<file path="src/logic/adcr_defines.vh">
/*
 Constants of the serial readout block: widths, timing and state codes.
 Assumes it is included by bare name from the design files and holds definitions only.
*/
`ifndef ADCR_DEFINES_VH
`define ADCR_DEFINES_VH

// Result word width and depth of the result FIFO.
`define ADCR_DATA_W 16
`define ADCR_FIFO_DEPTH 8
`define ADCR_FIFO_AW 3

// System clock rate in MHz and the longest conversion time in ns.
`define ADCR_CLK_MHZ 200
`define ADCR_TCONV_NS 1000
// Whole cycles, rounded up, so the host's longest-time budget is never undercut.
`define ADCR_TCONV_CYC ((`ADCR_TCONV_NS * `ADCR_CLK_MHZ + 999) / 1000)
`define ADCR_TMR_W 12

// Falling edges of the serial clock in one chip-select read.
`define ADCR_LEN_PLAIN 5'h10
`define ADCR_LEN_BUSY 5'h11

// State codes.
`define ADCR_ST_IDLE 3'h0
`define ADCR_ST_CONV 3'h1
`define ADCR_ST_WAIT 3'h2
`define ADCR_ST_SHIFT 3'h3
`define ADCR_ST_DAISY 3'h4

`endif

</file>
<file path="src/logic/adcr_fifo.v">
/*
 Small synchronous FIFO with valid and ready on both sides.
 Assumes one clock and an active-low asynchronous reset; DEPTH is a power of two.
*/
`timescale 1ns/1ps
module adcr_fifo #(
	parameter WIDTH = 16,
	parameter DEPTH = 8,
	parameter AW = 3
) (
	input wire clock,
	input wire resetn,
	input wire [WIDTH-1:0] in_data,
	input wire in_valid,
	output wire in_ready,
	output wire [WIDTH-1:0] out_data,
	output wire out_valid,
	input wire out_ready
);
	reg [WIDTH-1:0] mem_ff [0:DEPTH-1];
	reg [AW-1:0] wr_ptr_ff;
	reg [AW-1:0] rd_ptr_ff;
	reg [AW:0] count_ff;
	reg [WIDTH-1:0] head_ff;
	wire push;
	wire pop;
	wire [AW-1:0] nxt_rd_ptr;

	localparam [AW:0] FULL_COUNT = DEPTH;

	assign in_ready = (count_ff != FULL_COUNT);
	assign out_valid = (count_ff != {(AW+1){1'b0}});
	assign push = in_valid && in_ready;
	assign pop = out_valid && out_ready;
	assign nxt_rd_ptr = pop ? rd_ptr_ff + {{(AW-1){1'b0}}, 1'b1} : rd_ptr_ff;
	assign out_data = head_ff;

	always @(posedge clock) begin
		if (push) begin
			mem_ff[wr_ptr_ff] <= in_data;
		end
	end

	// The head word is registered; a push into an empty or just-drained FIFO bypasses.
	always @(posedge clock or negedge resetn) begin
		if (!resetn) begin
			wr_ptr_ff <= {AW{1'b0}};
			rd_ptr_ff <= {AW{1'b0}};
			count_ff <= {(AW+1){1'b0}};
			head_ff <= {WIDTH{1'b0}};
		end else begin
			if (push) begin
				wr_ptr_ff <= wr_ptr_ff + {{(AW-1){1'b0}}, 1'b1};
			end
			rd_ptr_ff <= nxt_rd_ptr;
			if (push && !pop) begin
				count_ff <= count_ff + {{AW{1'b0}}, 1'b1};
			end else if (pop && !push) begin
				count_ff <= count_ff - {{AW{1'b0}}, 1'b1};
			end
			if (push && (nxt_rd_ptr == wr_ptr_ff)) begin
				head_ff <= in_data;
			end else begin
				head_ff <= mem_ff[nxt_rd_ptr];
			end
		end
	end
endmodule // adcr_fifo

</file>
<file path="src/logic/adcr_readout.v">
/*
 Serial result readout and conversion trigger of a 16-bit converter, covering the
 4-wire chip-select options and the daisy-chain options, each with or without a busy bit.
 Assumes the pins convert_start, serial_in and sclk arrive asynchronously and that the
 converter core pushes one two's complement result word per conversion into the FIFO.
*/
// Operation
// RL1 - select high at start: chip-select, release output
// RL2 - host holds convert_start high through read
// RL3 - internal timer ends conversion regardless of select
// RL4 - select high at end: no busy bit
// RL5 - select fall drives MSB, then shift
// RL6 - release after sixteenth fall or select rise
// RL7 - bits stand across both clock edges
// RL8 - host selects next device after release
// RL9 - host never lets both lines low
// RL10 - select low at end: busy bit
// RL11 - busy bit low, then data MSB first
// RL12 - busy release after seventeenth fall or rise
// RL13 - input low at start: daisy-chain mode
// RL14 - both lines low: drive output low
// RL15 - clock high at start: chain busy bit
// RL16 - chain conversion ignores serial clock activity
// RL17 - chain end: load word, show MSB
// RL18 - each fall shifts input in, next out
// RL19 - host gives sixteen falls per device
// RL20 - chain busy: drive output high first
// RL21 - host expects busy, then last device
// RL22 - upstream busy bits never shifted in
// RL23 - results are two's complement codes
// RL24 - mode chosen anew at every start; the code ignores a start that comes during a conversion
`timescale 1ns/1ps
`include "adcr_defines.vh"
module adcr_readout #(
	parameter DATA_W = `ADCR_DATA_W,
	parameter FIFO_DEPTH = `ADCR_FIFO_DEPTH,
	parameter FIFO_AW = `ADCR_FIFO_AW,
	parameter CONV_CYCLES = `ADCR_TCONV_CYC
) (
	input wire clock,
	input wire resetn,
	input wire convert_start,
	input wire serial_in,
	input wire sclk,
	input wire [DATA_W-1:0] result_data,
	input wire result_valid,
	output wire result_ready,
	output wire sample_strobe,
	output wire converting,
	output wire serial_out,
	output wire serial_out_oe
);
	localparam TW = `ADCR_TMR_W;
	localparam [TW-1:0] CONV_LOAD = CONV_CYCLES - 1;

	reg [2:0] sync1_ff;
	reg [2:0] sync2_ff;
	reg [2:0] sync3_ff;
	wire [2:0] pin_in;
	wire cs_lvl;
	wire cs_rise;
	wire din_lvl;
	wire din_rise;
	wire din_fall;
	wire sck_lvl;
	wire sck_fall;

	reg [2:0] state_ff;
	reg [2:0] nxt_state;
	reg cs_mode_ff;
	reg nxt_cs_mode;
	reg chain_busy_ff;
	reg nxt_chain_busy;
	reg busy_ff;
	reg nxt_busy;
	reg [TW-1:0] tmr_ff;
	reg [TW-1:0] nxt_tmr;
	reg [DATA_W-1:0] shreg_ff;
	reg [DATA_W-1:0] nxt_shreg;
	reg [4:0] cnt_ff;
	reg [4:0] nxt_cnt;
	reg dout_ff;
	reg nxt_dout;
	reg oe_ff;
	reg nxt_oe;
	reg strobe_ff;
	reg nxt_strobe;
	reg pop;

	wire [DATA_W-1:0] fifo_data;
	wire fifo_valid;
	wire [4:0] cnt_inc;
	wire [4:0] read_len;

	assign pin_in = {sclk, serial_in, convert_start};

	// Three stages: two to settle the pin, the third only to find edges.
	// The select bit resets high, its idle level, so no false rise follows reset.
	always @(posedge clock or negedge resetn) begin
		if (!resetn) begin
			sync1_ff <= 3'h2;
			sync2_ff <= 3'h2;
			sync3_ff <= 3'h2;
		end else begin
			sync1_ff <= pin_in;
			sync2_ff <= sync1_ff;
			sync3_ff <= sync2_ff;
		end
	end

	assign cs_lvl = sync2_ff[0];
	assign cs_rise = sync2_ff[0] && !sync3_ff[0];
	assign din_lvl = sync2_ff[1];
	assign din_rise = sync2_ff[1] && !sync3_ff[1];
	assign din_fall = !sync2_ff[1] && sync3_ff[1];
	assign sck_lvl = sync2_ff[2];
	assign sck_fall = !sync2_ff[2] && sync3_ff[2];

	// The core keeps its results here; a full FIFO back-pressures the core.
	adcr_fifo #(
		.WIDTH(DATA_W),
		.DEPTH(FIFO_DEPTH),
		.AW(FIFO_AW)
	) u_fifo (
		.clock(clock),
		.resetn(resetn),
		.in_data(result_data),
		.in_valid(result_valid),
		.in_ready(result_ready),
		.out_data(fifo_data),
		.out_valid(fifo_valid),
		.out_ready(pop)
	);

	assign cnt_inc = cnt_ff + 5'h01;
	assign read_len = busy_ff ? `ADCR_LEN_BUSY : `ADCR_LEN_PLAIN;

	always @* begin
		nxt_state = state_ff;
		nxt_cs_mode = cs_mode_ff;
		nxt_chain_busy = chain_busy_ff;
		nxt_busy = busy_ff;
		nxt_tmr = tmr_ff;
		nxt_shreg = shreg_ff;
		nxt_cnt = cnt_ff;
		nxt_dout = dout_ff;
		nxt_oe = oe_ff;
		nxt_strobe = 1'b0;
		pop = 1'b0;
		case (state_ff)
			`ADCR_ST_CONV: begin
				nxt_oe = 1'b0;
				// RL3 internal timer only
				if (tmr_ff != {TW{1'b0}}) begin
					nxt_tmr = tmr_ff - {{(TW-1){1'b0}}, 1'b1};
				end else if (fifo_valid) begin
					pop = 1'b1;
					// RL23 code passed unchanged
					nxt_shreg = fifo_data;
					nxt_cnt = 5'h00;
					if (cs_mode_ff) begin
						// RL4 select high, no busy
						nxt_busy = !din_lvl;
						if (!din_lvl) begin
							// RL10 select low, busy
							// RL11 busy bit low
							nxt_state = `ADCR_ST_SHIFT;
							nxt_dout = 1'b0;
							nxt_oe = 1'b1;
						end else begin
							nxt_state = `ADCR_ST_WAIT;
						end
					end else begin
						// RL17 load and show MSB
						// RL20 busy drives high
						nxt_state = `ADCR_ST_DAISY;
						nxt_busy = chain_busy_ff;
						nxt_dout = chain_busy_ff ? 1'b1 : fifo_data[DATA_W-1];
						nxt_oe = 1'b1;
					end
				end
			end
			`ADCR_ST_WAIT: begin
				// RL5 select fall shows MSB
				if (din_fall) begin
					nxt_state = `ADCR_ST_SHIFT;
					nxt_dout = shreg_ff[DATA_W-1];
					nxt_oe = 1'b1;
				end
			end
			`ADCR_ST_SHIFT: begin
				// RL6 plain read release
				// RL12 busy read release
				if (din_rise) begin
					nxt_state = `ADCR_ST_IDLE;
					nxt_oe = 1'b0;
				end else if (sck_fall) begin
					nxt_cnt = cnt_inc;
					if (cnt_inc == read_len) begin
						nxt_state = `ADCR_ST_IDLE;
						nxt_oe = 1'b0;
					end else if (busy_ff && (cnt_ff == 5'h00)) begin
						nxt_dout = shreg_ff[DATA_W-1];
					end else begin
						// RL7 bit held between falls
						nxt_shreg = {shreg_ff[DATA_W-2:0], 1'b0};
						nxt_dout = shreg_ff[DATA_W-2];
					end
				end
			end
			`ADCR_ST_DAISY: begin
				if (!cs_lvl) begin
					nxt_state = `ADCR_ST_IDLE;
					nxt_oe = 1'b0;
				end else if (sck_fall) begin
					if (busy_ff) begin
						// RL22 upstream busy dropped
						nxt_busy = 1'b0;
						nxt_dout = shreg_ff[DATA_W-1];
					end else begin
						// RL18 shift in, next out
						nxt_shreg = {shreg_ff[DATA_W-2:0], din_lvl};
						nxt_dout = shreg_ff[DATA_W-2];
					end
				end
			end
			`ADCR_ST_IDLE: begin
				nxt_oe = 1'b0;
			end
			default: begin
				nxt_state = `ADCR_ST_IDLE;
				nxt_oe = 1'b0;
			end
		endcase
		// A start pulse during a running conversion is ignored; the core is busy sampling.
		if (cs_rise && (state_ff != `ADCR_ST_CONV)) begin
			// RL24 mode chosen anew
			// RL1 chip-select when input high
			// RL13 daisy when input low
			// RL15 clock level picks busy
			nxt_cs_mode = din_lvl;
			nxt_chain_busy = sck_lvl;
			nxt_busy = 1'b0;
			nxt_tmr = CONV_LOAD;
			nxt_state = `ADCR_ST_CONV;
			nxt_oe = 1'b0;
			nxt_strobe = 1'b1;
		end
		// RL14 both low drives low
		if (!cs_lvl && !din_lvl) begin
			nxt_dout = 1'b0;
			nxt_oe = 1'b1;
		end
	end

	always @(posedge clock or negedge resetn) begin
		if (!resetn) begin
			state_ff <= `ADCR_ST_IDLE;
			cs_mode_ff <= 1'b1;
			chain_busy_ff <= 1'b0;
			busy_ff <= 1'b0;
			tmr_ff <= {TW{1'b0}};
			shreg_ff <= {DATA_W{1'b0}};
			cnt_ff <= 5'h00;
			dout_ff <= 1'b0;
			oe_ff <= 1'b0;
			strobe_ff <= 1'b0;
		end else begin
			state_ff <= nxt_state;
			cs_mode_ff <= nxt_cs_mode;
			chain_busy_ff <= nxt_chain_busy;
			busy_ff <= nxt_busy;
			tmr_ff <= nxt_tmr;
			shreg_ff <= nxt_shreg;
			cnt_ff <= nxt_cnt;
			dout_ff <= nxt_dout;
			oe_ff <= nxt_oe;
			strobe_ff <= nxt_strobe;
		end
	end

	assign sample_strobe = strobe_ff;
	assign converting = (state_ff == `ADCR_ST_CONV);
	assign serial_out = dout_ff;
	assign serial_out_oe = oe_ff;
endmodule // adcr_readout

</file>
<file path="config.mk">
export PLATFORM = sky130hd
export DESIGN_NAME = adcr_readout
export DESIGN_NICKNAME = d
export VERILOG_FILES = /design/src/logic/adcr_fifo.v /design/src/logic/adcr_readout.v
export VERILOG_INCLUDE_DIRS = /design/src /design/src/logic
export SDC_FILE = /design/constraint.sdc
export NUM_CORES = 1
export LEC_CHECK = 0
export BUFFER_PORTS_ARGS = -buffer_cell sky130_fd_sc_hd__buf_2
export CAP_MARGIN = 40
export CORE_ASPECT_RATIO = 1.25
export CORE_MARGIN = 2
export CORE_UTILIZATION = 68
export CTS_CLUSTER_SIZE = 24
export DETAILED_ROUTE_END_ITERATION = 12
export PLACE_DENSITY = 0.95
export SYNTH_ARGS = -nofsm -noshare
export SYNTH_HDL_FRONTEND = slang
export SYNTH_HIERARCHICAL = 1
export SYNTH_SLANG_ARGS = --single-unit
</file>
<file path="constraint.sdc">
create_clock -name clock -period 8.1 [get_ports clock]
set_input_delay 0.405 -clock clock [delete_from_list [all_inputs] [get_ports clock]]
set_output_delay 0.405 -clock clock [all_outputs]
set_load 0.1 [all_outputs]
</file>
==> impl_metrics.json, run 1 <==
{
  "synth_top_area_frac": 0.3679,
  "clock_latency_ns": 0.50,
  "p_total_mw": 3.469,
  "cts_tree": "built",
  "place.gp.congestion": 0.8973,
  "crit_path_end_kind": "register",
  "slew_headroom": 0.4561,
  "layout-drive-gt1-share": 0.2065,
  "path_max_fanout": 57,
  "routed_wl_mm": 23.84,
  "synth_top_cell_by_area": "edfxtp_1",
  "maxCapViolCount": 0,
  "core-area_mm2": 0.01501,
  "dpl.cell_count": 941,
  "hold_violations": 0,
  "num-fill-cells": 851,
  "ys_warn_count": 6,
  "ys_seq_area_frac": 0.5529,
  "tns_ns": 0,
  "period_needed_ns": 4.280,
  "die_w_um": 114.9,
  "syn_area_per_cell_um2": 13.62,
  "fmax_ghz": 0.2337,
  "arrival_ns": 4.71,
  "r2r_cells": 10,
  "drv_slew": 0,
  "synth_cells": 767,
  "nNetsFinal": 817,
  "crit_type": "reg2reg",
  "route.detailed.drc": 0,
  "synth_area_mm2": 0.01045,
  "regToRegSetupSlack_ns": 3.82,
  "dp_hpwl_mm": 14.52,
  "cts_root_buf": "clkbuf_16",
  "synthTopCellsByArea": "edfxtp_1, dfrtp_1, mux2i_1",
  "ir_drop_v": 0.0002282,
  "total_leakage_power_nw": 4.121,
  "p_per_area_mw_per_mm2": 301.7,
  "setup_violations": 0,
  "syn-num-nets": 799,
  "cp-start-kind": "register",
  "hold_class": "in2reg",
  "grt_pass1_wl_mm": 37.69,
  "cpMaxStageDelayCell": "o21ai_2",
  "yosysMostFrequentCell": "edfxtp_1",
  "rsz0062_at_grt": "no",
  "clkSlewWorstSetupHoldPaths_ns": 0.06,
  "cts.sinks": 205,
  "whs_endpoint": "sync1_ff[2]",
  "rows": 50,
  "grt_usage": 0.2987,
  "die-area_mm2": 0.01638,
  "cts_buffers": 21,
  "drtIter0Drc": 684,
  "postRouteAntennaNets": 0,
  "die_h_um": 142.6,
  "synth_top_flop_cell": "edfxtp_1",
  "ios": 27,
  "slowest_delay_ns": 0.69,
  "synth_edf_count": 128,
  "cts_resized": 0,
  "antenna_found_initial": 0,
  "synthTopCellsByCount": "edfxtp_1, mux2i_1, dfrtp_1",
  "cp.required_ns": 8.53,
  "tightestPinTransition_ns": 0.8074,
  "r2r-start": "tmr_ff[9]",
  "place_ws_ns": 3.980,
  "cpMostUsedCell": "nor3_1",
  "routed-via-count": 6737,
  "syn_to_final_growth_pct": 10.07,
  "hold_path_depth": 1,
  "finClkSkew_ns": 0.01315,
  "stdcell_count": 981,
  "synth_cell_types": 69,
  "portBuffers": 26,
  "first_pass_iters": 5,
  "cts_buffer_depth": 3,
  "min_period_over_period": 0.5284,
  "crit_path_cell_trace": "nor3_1 -> nand4_2 -> nor3_1 -> o41ai_4 -> buf_4 -> o21ai_2 -> and2_1 -> inv_2 -> o41ai_1 -> mux2_4",
  "wl_per_cell_um": 24.30,
  "worstReg2RegEnd": "u_fifo/out_data[14]",
  "grt_max_degree": 70,
  "antennaDiodeCount": 0,
  "hold-worst-slack_ns": 0.01317,
  "async_flop_share": 0.3756,
  "run_status": "completed",
  "hp-start": "sclk",
  "grt_pass1_vias": 7049,
  "start_util": 0.6958,
  "gr-total-overflow": 0,
  "htreeDepth": 1,
  "ys_seq_elements": 205,
  "vias_per_cell": 6.867,
  "setup_slack_ns": 3.820
}
==> repair_timing <==
action | 4_1_cts | 5_1_grt
hold buffers | 2 | 0
hold endpoints to repair | 9 | 0
buffers inserted | 0 | 0
==> cells by family (layout without fill, tap and decap cells) <==
family,Yosys count,count (layout),synth area share
fa+ha+maj,10,10,0.01270
xor+xnor,20,20,0.01809
mux,193,193,0.2230
simple gates,157,157,0.07821
compound gates,121,121,0.08313
flops,205,205,0.5529
buf+inv,61,93,0.03198
==> power breakdown <==
part	internal [mW]	total, mW	switching, mW	leakage, nW
logic	0.410	0.938	0.528	1.68
registers	1.34	1.53	0.188	2.09
clock network	0.613	1.00	0.388	0.350
==> cell usage in the layout (no fill, tap or decap), types with 6 or more instances in the layout <==
master     Yosys  routed
buf_4          6      10
a21boi_1      13      13
nor2b_1       10      10
mux2_2        48      48
clkbuf_16      0      21
nand2_1       56      56
o22ai_1        6       6
a21oi_1       12      12
o21ai_0       21      21
mux4_1        13      13
mux2_4        12      12
o211ai_1      15      15
a31oi_1       19      19
edfxtp_1     128     128
nor3_1        12       8
ha_1           9       8
dfrtp_1       73      72
mux2i_1      112     112
buf_2         17      25
nor2_1        32      32
nand3_1       10      10
xnor2_1       14      14
nand2b_1       9       9
o22a_1        14      14
inv_1         11      11
==> metal layers <==
layer	vias to the layer above	share of wire	wire, um	track usage
li1	2956	-	-	-
met2	283	0.53	12610	0.5319
met5	-	0	0	0
met1	3415	0.38	8967	0.3644
met4	0	0.041	969	0.1224
met3	83	0.054	1290	0.04174
==> how the worst max path moves through the flow <==
stage,start,to,slack (ns),depth (start not counted)
3_5_place_dp,tmr_ff[9],u_fifo/out_data[14],3.98,10
2_1_floorplan,u_fifo/count_ff[0],u_fifo/mem_ff[0][0],4.53,4
5_1_grt,tmr_ff[2],u_fifo/out_data[14],3.64,10
6_report,tmr_ff[9],u_fifo/out_data[14],3.82,10
4_1_cts,tmr_ff[9],u_fifo/out_data[14],3.90,10
3_3_place_gp,state_ff[0],u_fifo/out_data[14],4.21,10
==> registers in the layout, summed over array words and instances, names as in the netlist <==
| signal | count |
|---|---|
| sync3_ff | 3 |
| u_fifo/out_data | 16 |
| serial_out | 1 |
| state_ff | 3 |
| cs_mode_ff | 1 |
| shreg_ff | 16 |
| sample_strobe | 1 |
| sync2_ff | 3 |
| sync1_ff | 3 |
| u_fifo/rd_ptr_ff | 3 |
| busy_ff | 1 |
| chain_busy_ff | 1 |
| u_fifo/count_ff | 4 |
| u_fifo/wr_ptr_ff | 3 |
| serial_out_oe | 1 |
| u_fifo/mem_ff | 128 |
| cnt_ff | 5 |
| tmr_ff | 12 |
==> per-stage QoR <==
stage,util,area (um2)
after CTS,0.7640,11470
after global routing,0.7658,11500
after global placement,0.7099,10660
final,0.7658,11500
after floorplan,-,10450
after detailed placement,0.7156,10740
==> critical path, delay by kind of cell (launching register included) <==
family	cells	cell delay [ns]
mux	1	0.21
buf+inv	2	0.52
compound gates	3	1.27
simple gates	4	1.79
flops	1	0.41
==> final cells by class <==
cell class	count	area (um2)	share of cell area
inverters	14	52.55	0.004570
flip-flops and latches	205	5779	0.5026
clock buffers	27	558.0	0.04853
well taps	182	227.7	0.01980
clock inverters	10	148.9	0.01295
multi-input cells	501	4399	0.3826
repair buffers	42	332.8	0.02894
No activity file was read; power rests on OpenSTA's default activity.
==> inputs of run 2 (changes only) <==
--- a/config.mk
+++ b/config.mk
@@ -10,10 +10,10 @@
 export CAP_MARGIN = 40
 export CORE_ASPECT_RATIO = 1.25
 export CORE_MARGIN = 2
-export CORE_UTILIZATION = 68
+export CORE_UTILIZATION = 63
 export CTS_CLUSTER_SIZE = 24
 export DETAILED_ROUTE_END_ITERATION = 12
-export PLACE_DENSITY = 0.95
+export PLACE_DENSITY = 0.91
 export SYNTH_ARGS = -nofsm -noshare
 export SYNTH_HDL_FRONTEND = slang
 export SYNTH_HIERARCHICAL = 1
==> constraint.sdc (replaced) <==
create_clock -name clock -period 4.1 [get_ports clock]
set_input_delay 0.205 -clock clock [delete_from_list [all_inputs] [get_ports clock]]
set_output_delay 0.205 -clock clock [all_outputs]
set_load 0.1 [all_outputs]
==> impl_metrics.json, run 2 (synthesis gave the netlist of run 1 again) <==
{
  "run_status": "completed",
  "grt_usage": 0.2687,
  "cp.required_ns": 4.47,
  "worstReg2RegEnd": "u_fifo/out_data[14]",
  "p_per_area_mw_per_mm2": 582.5,
  "first_pass_iters": 6,
  "drv_slew": 0,
  "r2r_cells": 9,
  "largest_register_ffs": 128,
  "clkSlewWorstSetupHoldPaths_ns": 0.06,
  "grt_pass1_vias": 7351,
  "drtIter0Drc": 808,
  "syn_to_final_growth_pct": 10.44,
  "r2r-start": "tmr_ff[2]",
  "rsz0062_at_grt": "no",
  "cp-start-kind": "register",
  "wl_per_cell_um": 22.48,
  "finClkSkew_ns": 0.006581,
  "cts_resized": 0,
  "power_frac_comb": 0.278,
  "power.internal_mw": 4.578,
  "final_common_cell": "edfxtp_1",
  "postRouteAntennaNets": 0,
  "hold_class": "in2reg",
  "fin_util": 0.7122,
  "place.gp.congestion": 0.9011,
  "path_max_fanout": 53,
  "tightestPinTransition_ns": 0.8983,
  "portBuffers": 26,
  "routed-via-count": 6661,
  "crit_start": "tmr_ff[2]",
  "layout-drive-gt1-share": 0.2037,
  "route.detailed.drc": 0,
  "cts.sinks": 205,
  "cts_buffer_depth": 3,
  "cts_tree": "built",
  "antenna_found_initial": 0,
  "clockPowerShare": 0.277,
  "switchingPower_mw": 2.143,
  "hold_violations": 0,
  "cts_setup_buffers": 0,
  "regToRegSetupSlack_ns": 0.55,
  "layout_common_cells": "edfxtp_1, mux2i_1, dfrtp_1",
  "ir_drop_v": 0.0004330,
  "gr-total-overflow": 0,
  "cts_buffers": 21,
  "die_w_um": 119.2,
  "core-area_mm2": 0.01620,
  "routed_wl_mm": 22.95,
  "slew_headroom": 0.4011,
  "grt_max_degree": 54,
  "crit_path_end_kind": "register",
  "antennaDiodeCount": 0,
  "clock_latency_ns": 0.49,
  "p_seq_frac": 0.446,
  "swShare": 0.3189,
  "rows": 52,
  "regMostFlops": "u_fifo/mem_ff",
  "die-area_mm2": 0.01763,
  "cts_root_buf": "clkbuf_16",
  "start_util": 0.6448,
  "arrival_ns": 3.92,
  "grt_pass1_wl_mm": 37.58,
  "num-fill-cells": 1018,
  "htreeDepth": 1,
  "tns_ns": 0,
  "crit_type": "reg2reg",
  "min_period_over_period": 0.8652,
  "dp_hpwl_mm": 14.48,
  "crit_end": "u_fifo/out_data[14]",
  "period_needed_ns": 3.547,
  "vias_per_cell": 6.524,
  "fmax_ghz": 0.2819,
  "ios": 27,
  "total_leakage_power_nw": 4.117,
  "setup_violations": 0,
  "nNetsFinal": 823,
  "maxCapViolCount": 0,
  "die_h_um": 148.0
}
[run 2: worst min path at each step]
stage	from	to	cells after the start
floorplan	resetn	busy_ff	0
finish	result_data[6]	u_fifo/mem_ff[1][6]	1
CTS	result_data[6]	u_fifo/mem_ff[1][6]	1
detailed placement	resetn	tmr_ff[8]	1
global placement	serial_in	sync1_ff[1]	1
global route	result_data[6]	u_fifo/mem_ff[1][6]	1
[run 2: final cells by class]
class                   count  area [um2]  area share
flip-flops and latches    205        5779      0.5009
multi-input cells         501        4405      0.3818
clock buffers              30       579.3     0.05021
repair buffers             48       367.9     0.03188
well taps                 216       270.3     0.02342
clock inverters             7       82.58    0.007158
inverters                  14       52.55    0.004555
[run 2: layer usage]
metal | global-route usage | part of all wire
met2 | 0.4911 | 0.54
met5 | 0 | 0
met1 | 0.3229 | 0.38
met3 | 0.03819 | 0.055
met4 | 0.09881 | 0.030
[run 2: metrics by stage]
stage	instances	total power, mW	hold slack, ns	area (um2)	setup slack [ns]
final	1021	6.721	0.008838	11540	0.5528
after global routing	1021	7.033	0.007655	11540	0.3841
after CTS	1021	6.723	0.0003693	11540	0.6032
after detailed placement	978	4.852	0.1360	10820	0.7026
after global placement	973	4.695	0.3149	10720	0.8652
after floorplan	767	4.350	-0.09059	10450	0.5294
[run 2: timing repair]
action,in CTS,in global routing
hold buffers,6,0
setup endpoints to repair,0,0
hold endpoints to repair,93,0
[run 2: power groups by stage]
stage	clock network (mW)	logic (mW)	registers, mW
global route	1.97	2.02	3.04
finish	1.86	1.87	2.99
CTS	1.88	1.86	2.99
floorplan	0	1.41	2.94
detailed placement	0	1.83	3.02
global placement	0	1.72	2.98
[run 2: critical path, stage by stage, from the launching register on]
cell and delay, ns:
dfrtp_1 0.44, nor4_2 0.33, nand4_2 0.21, nor3_1 0.51
o41ai_4 0.24, buf_4 0.41, or2_1 0.59, nor3_1 0.31
o41ai_1 0.13, mux2_4 0.26
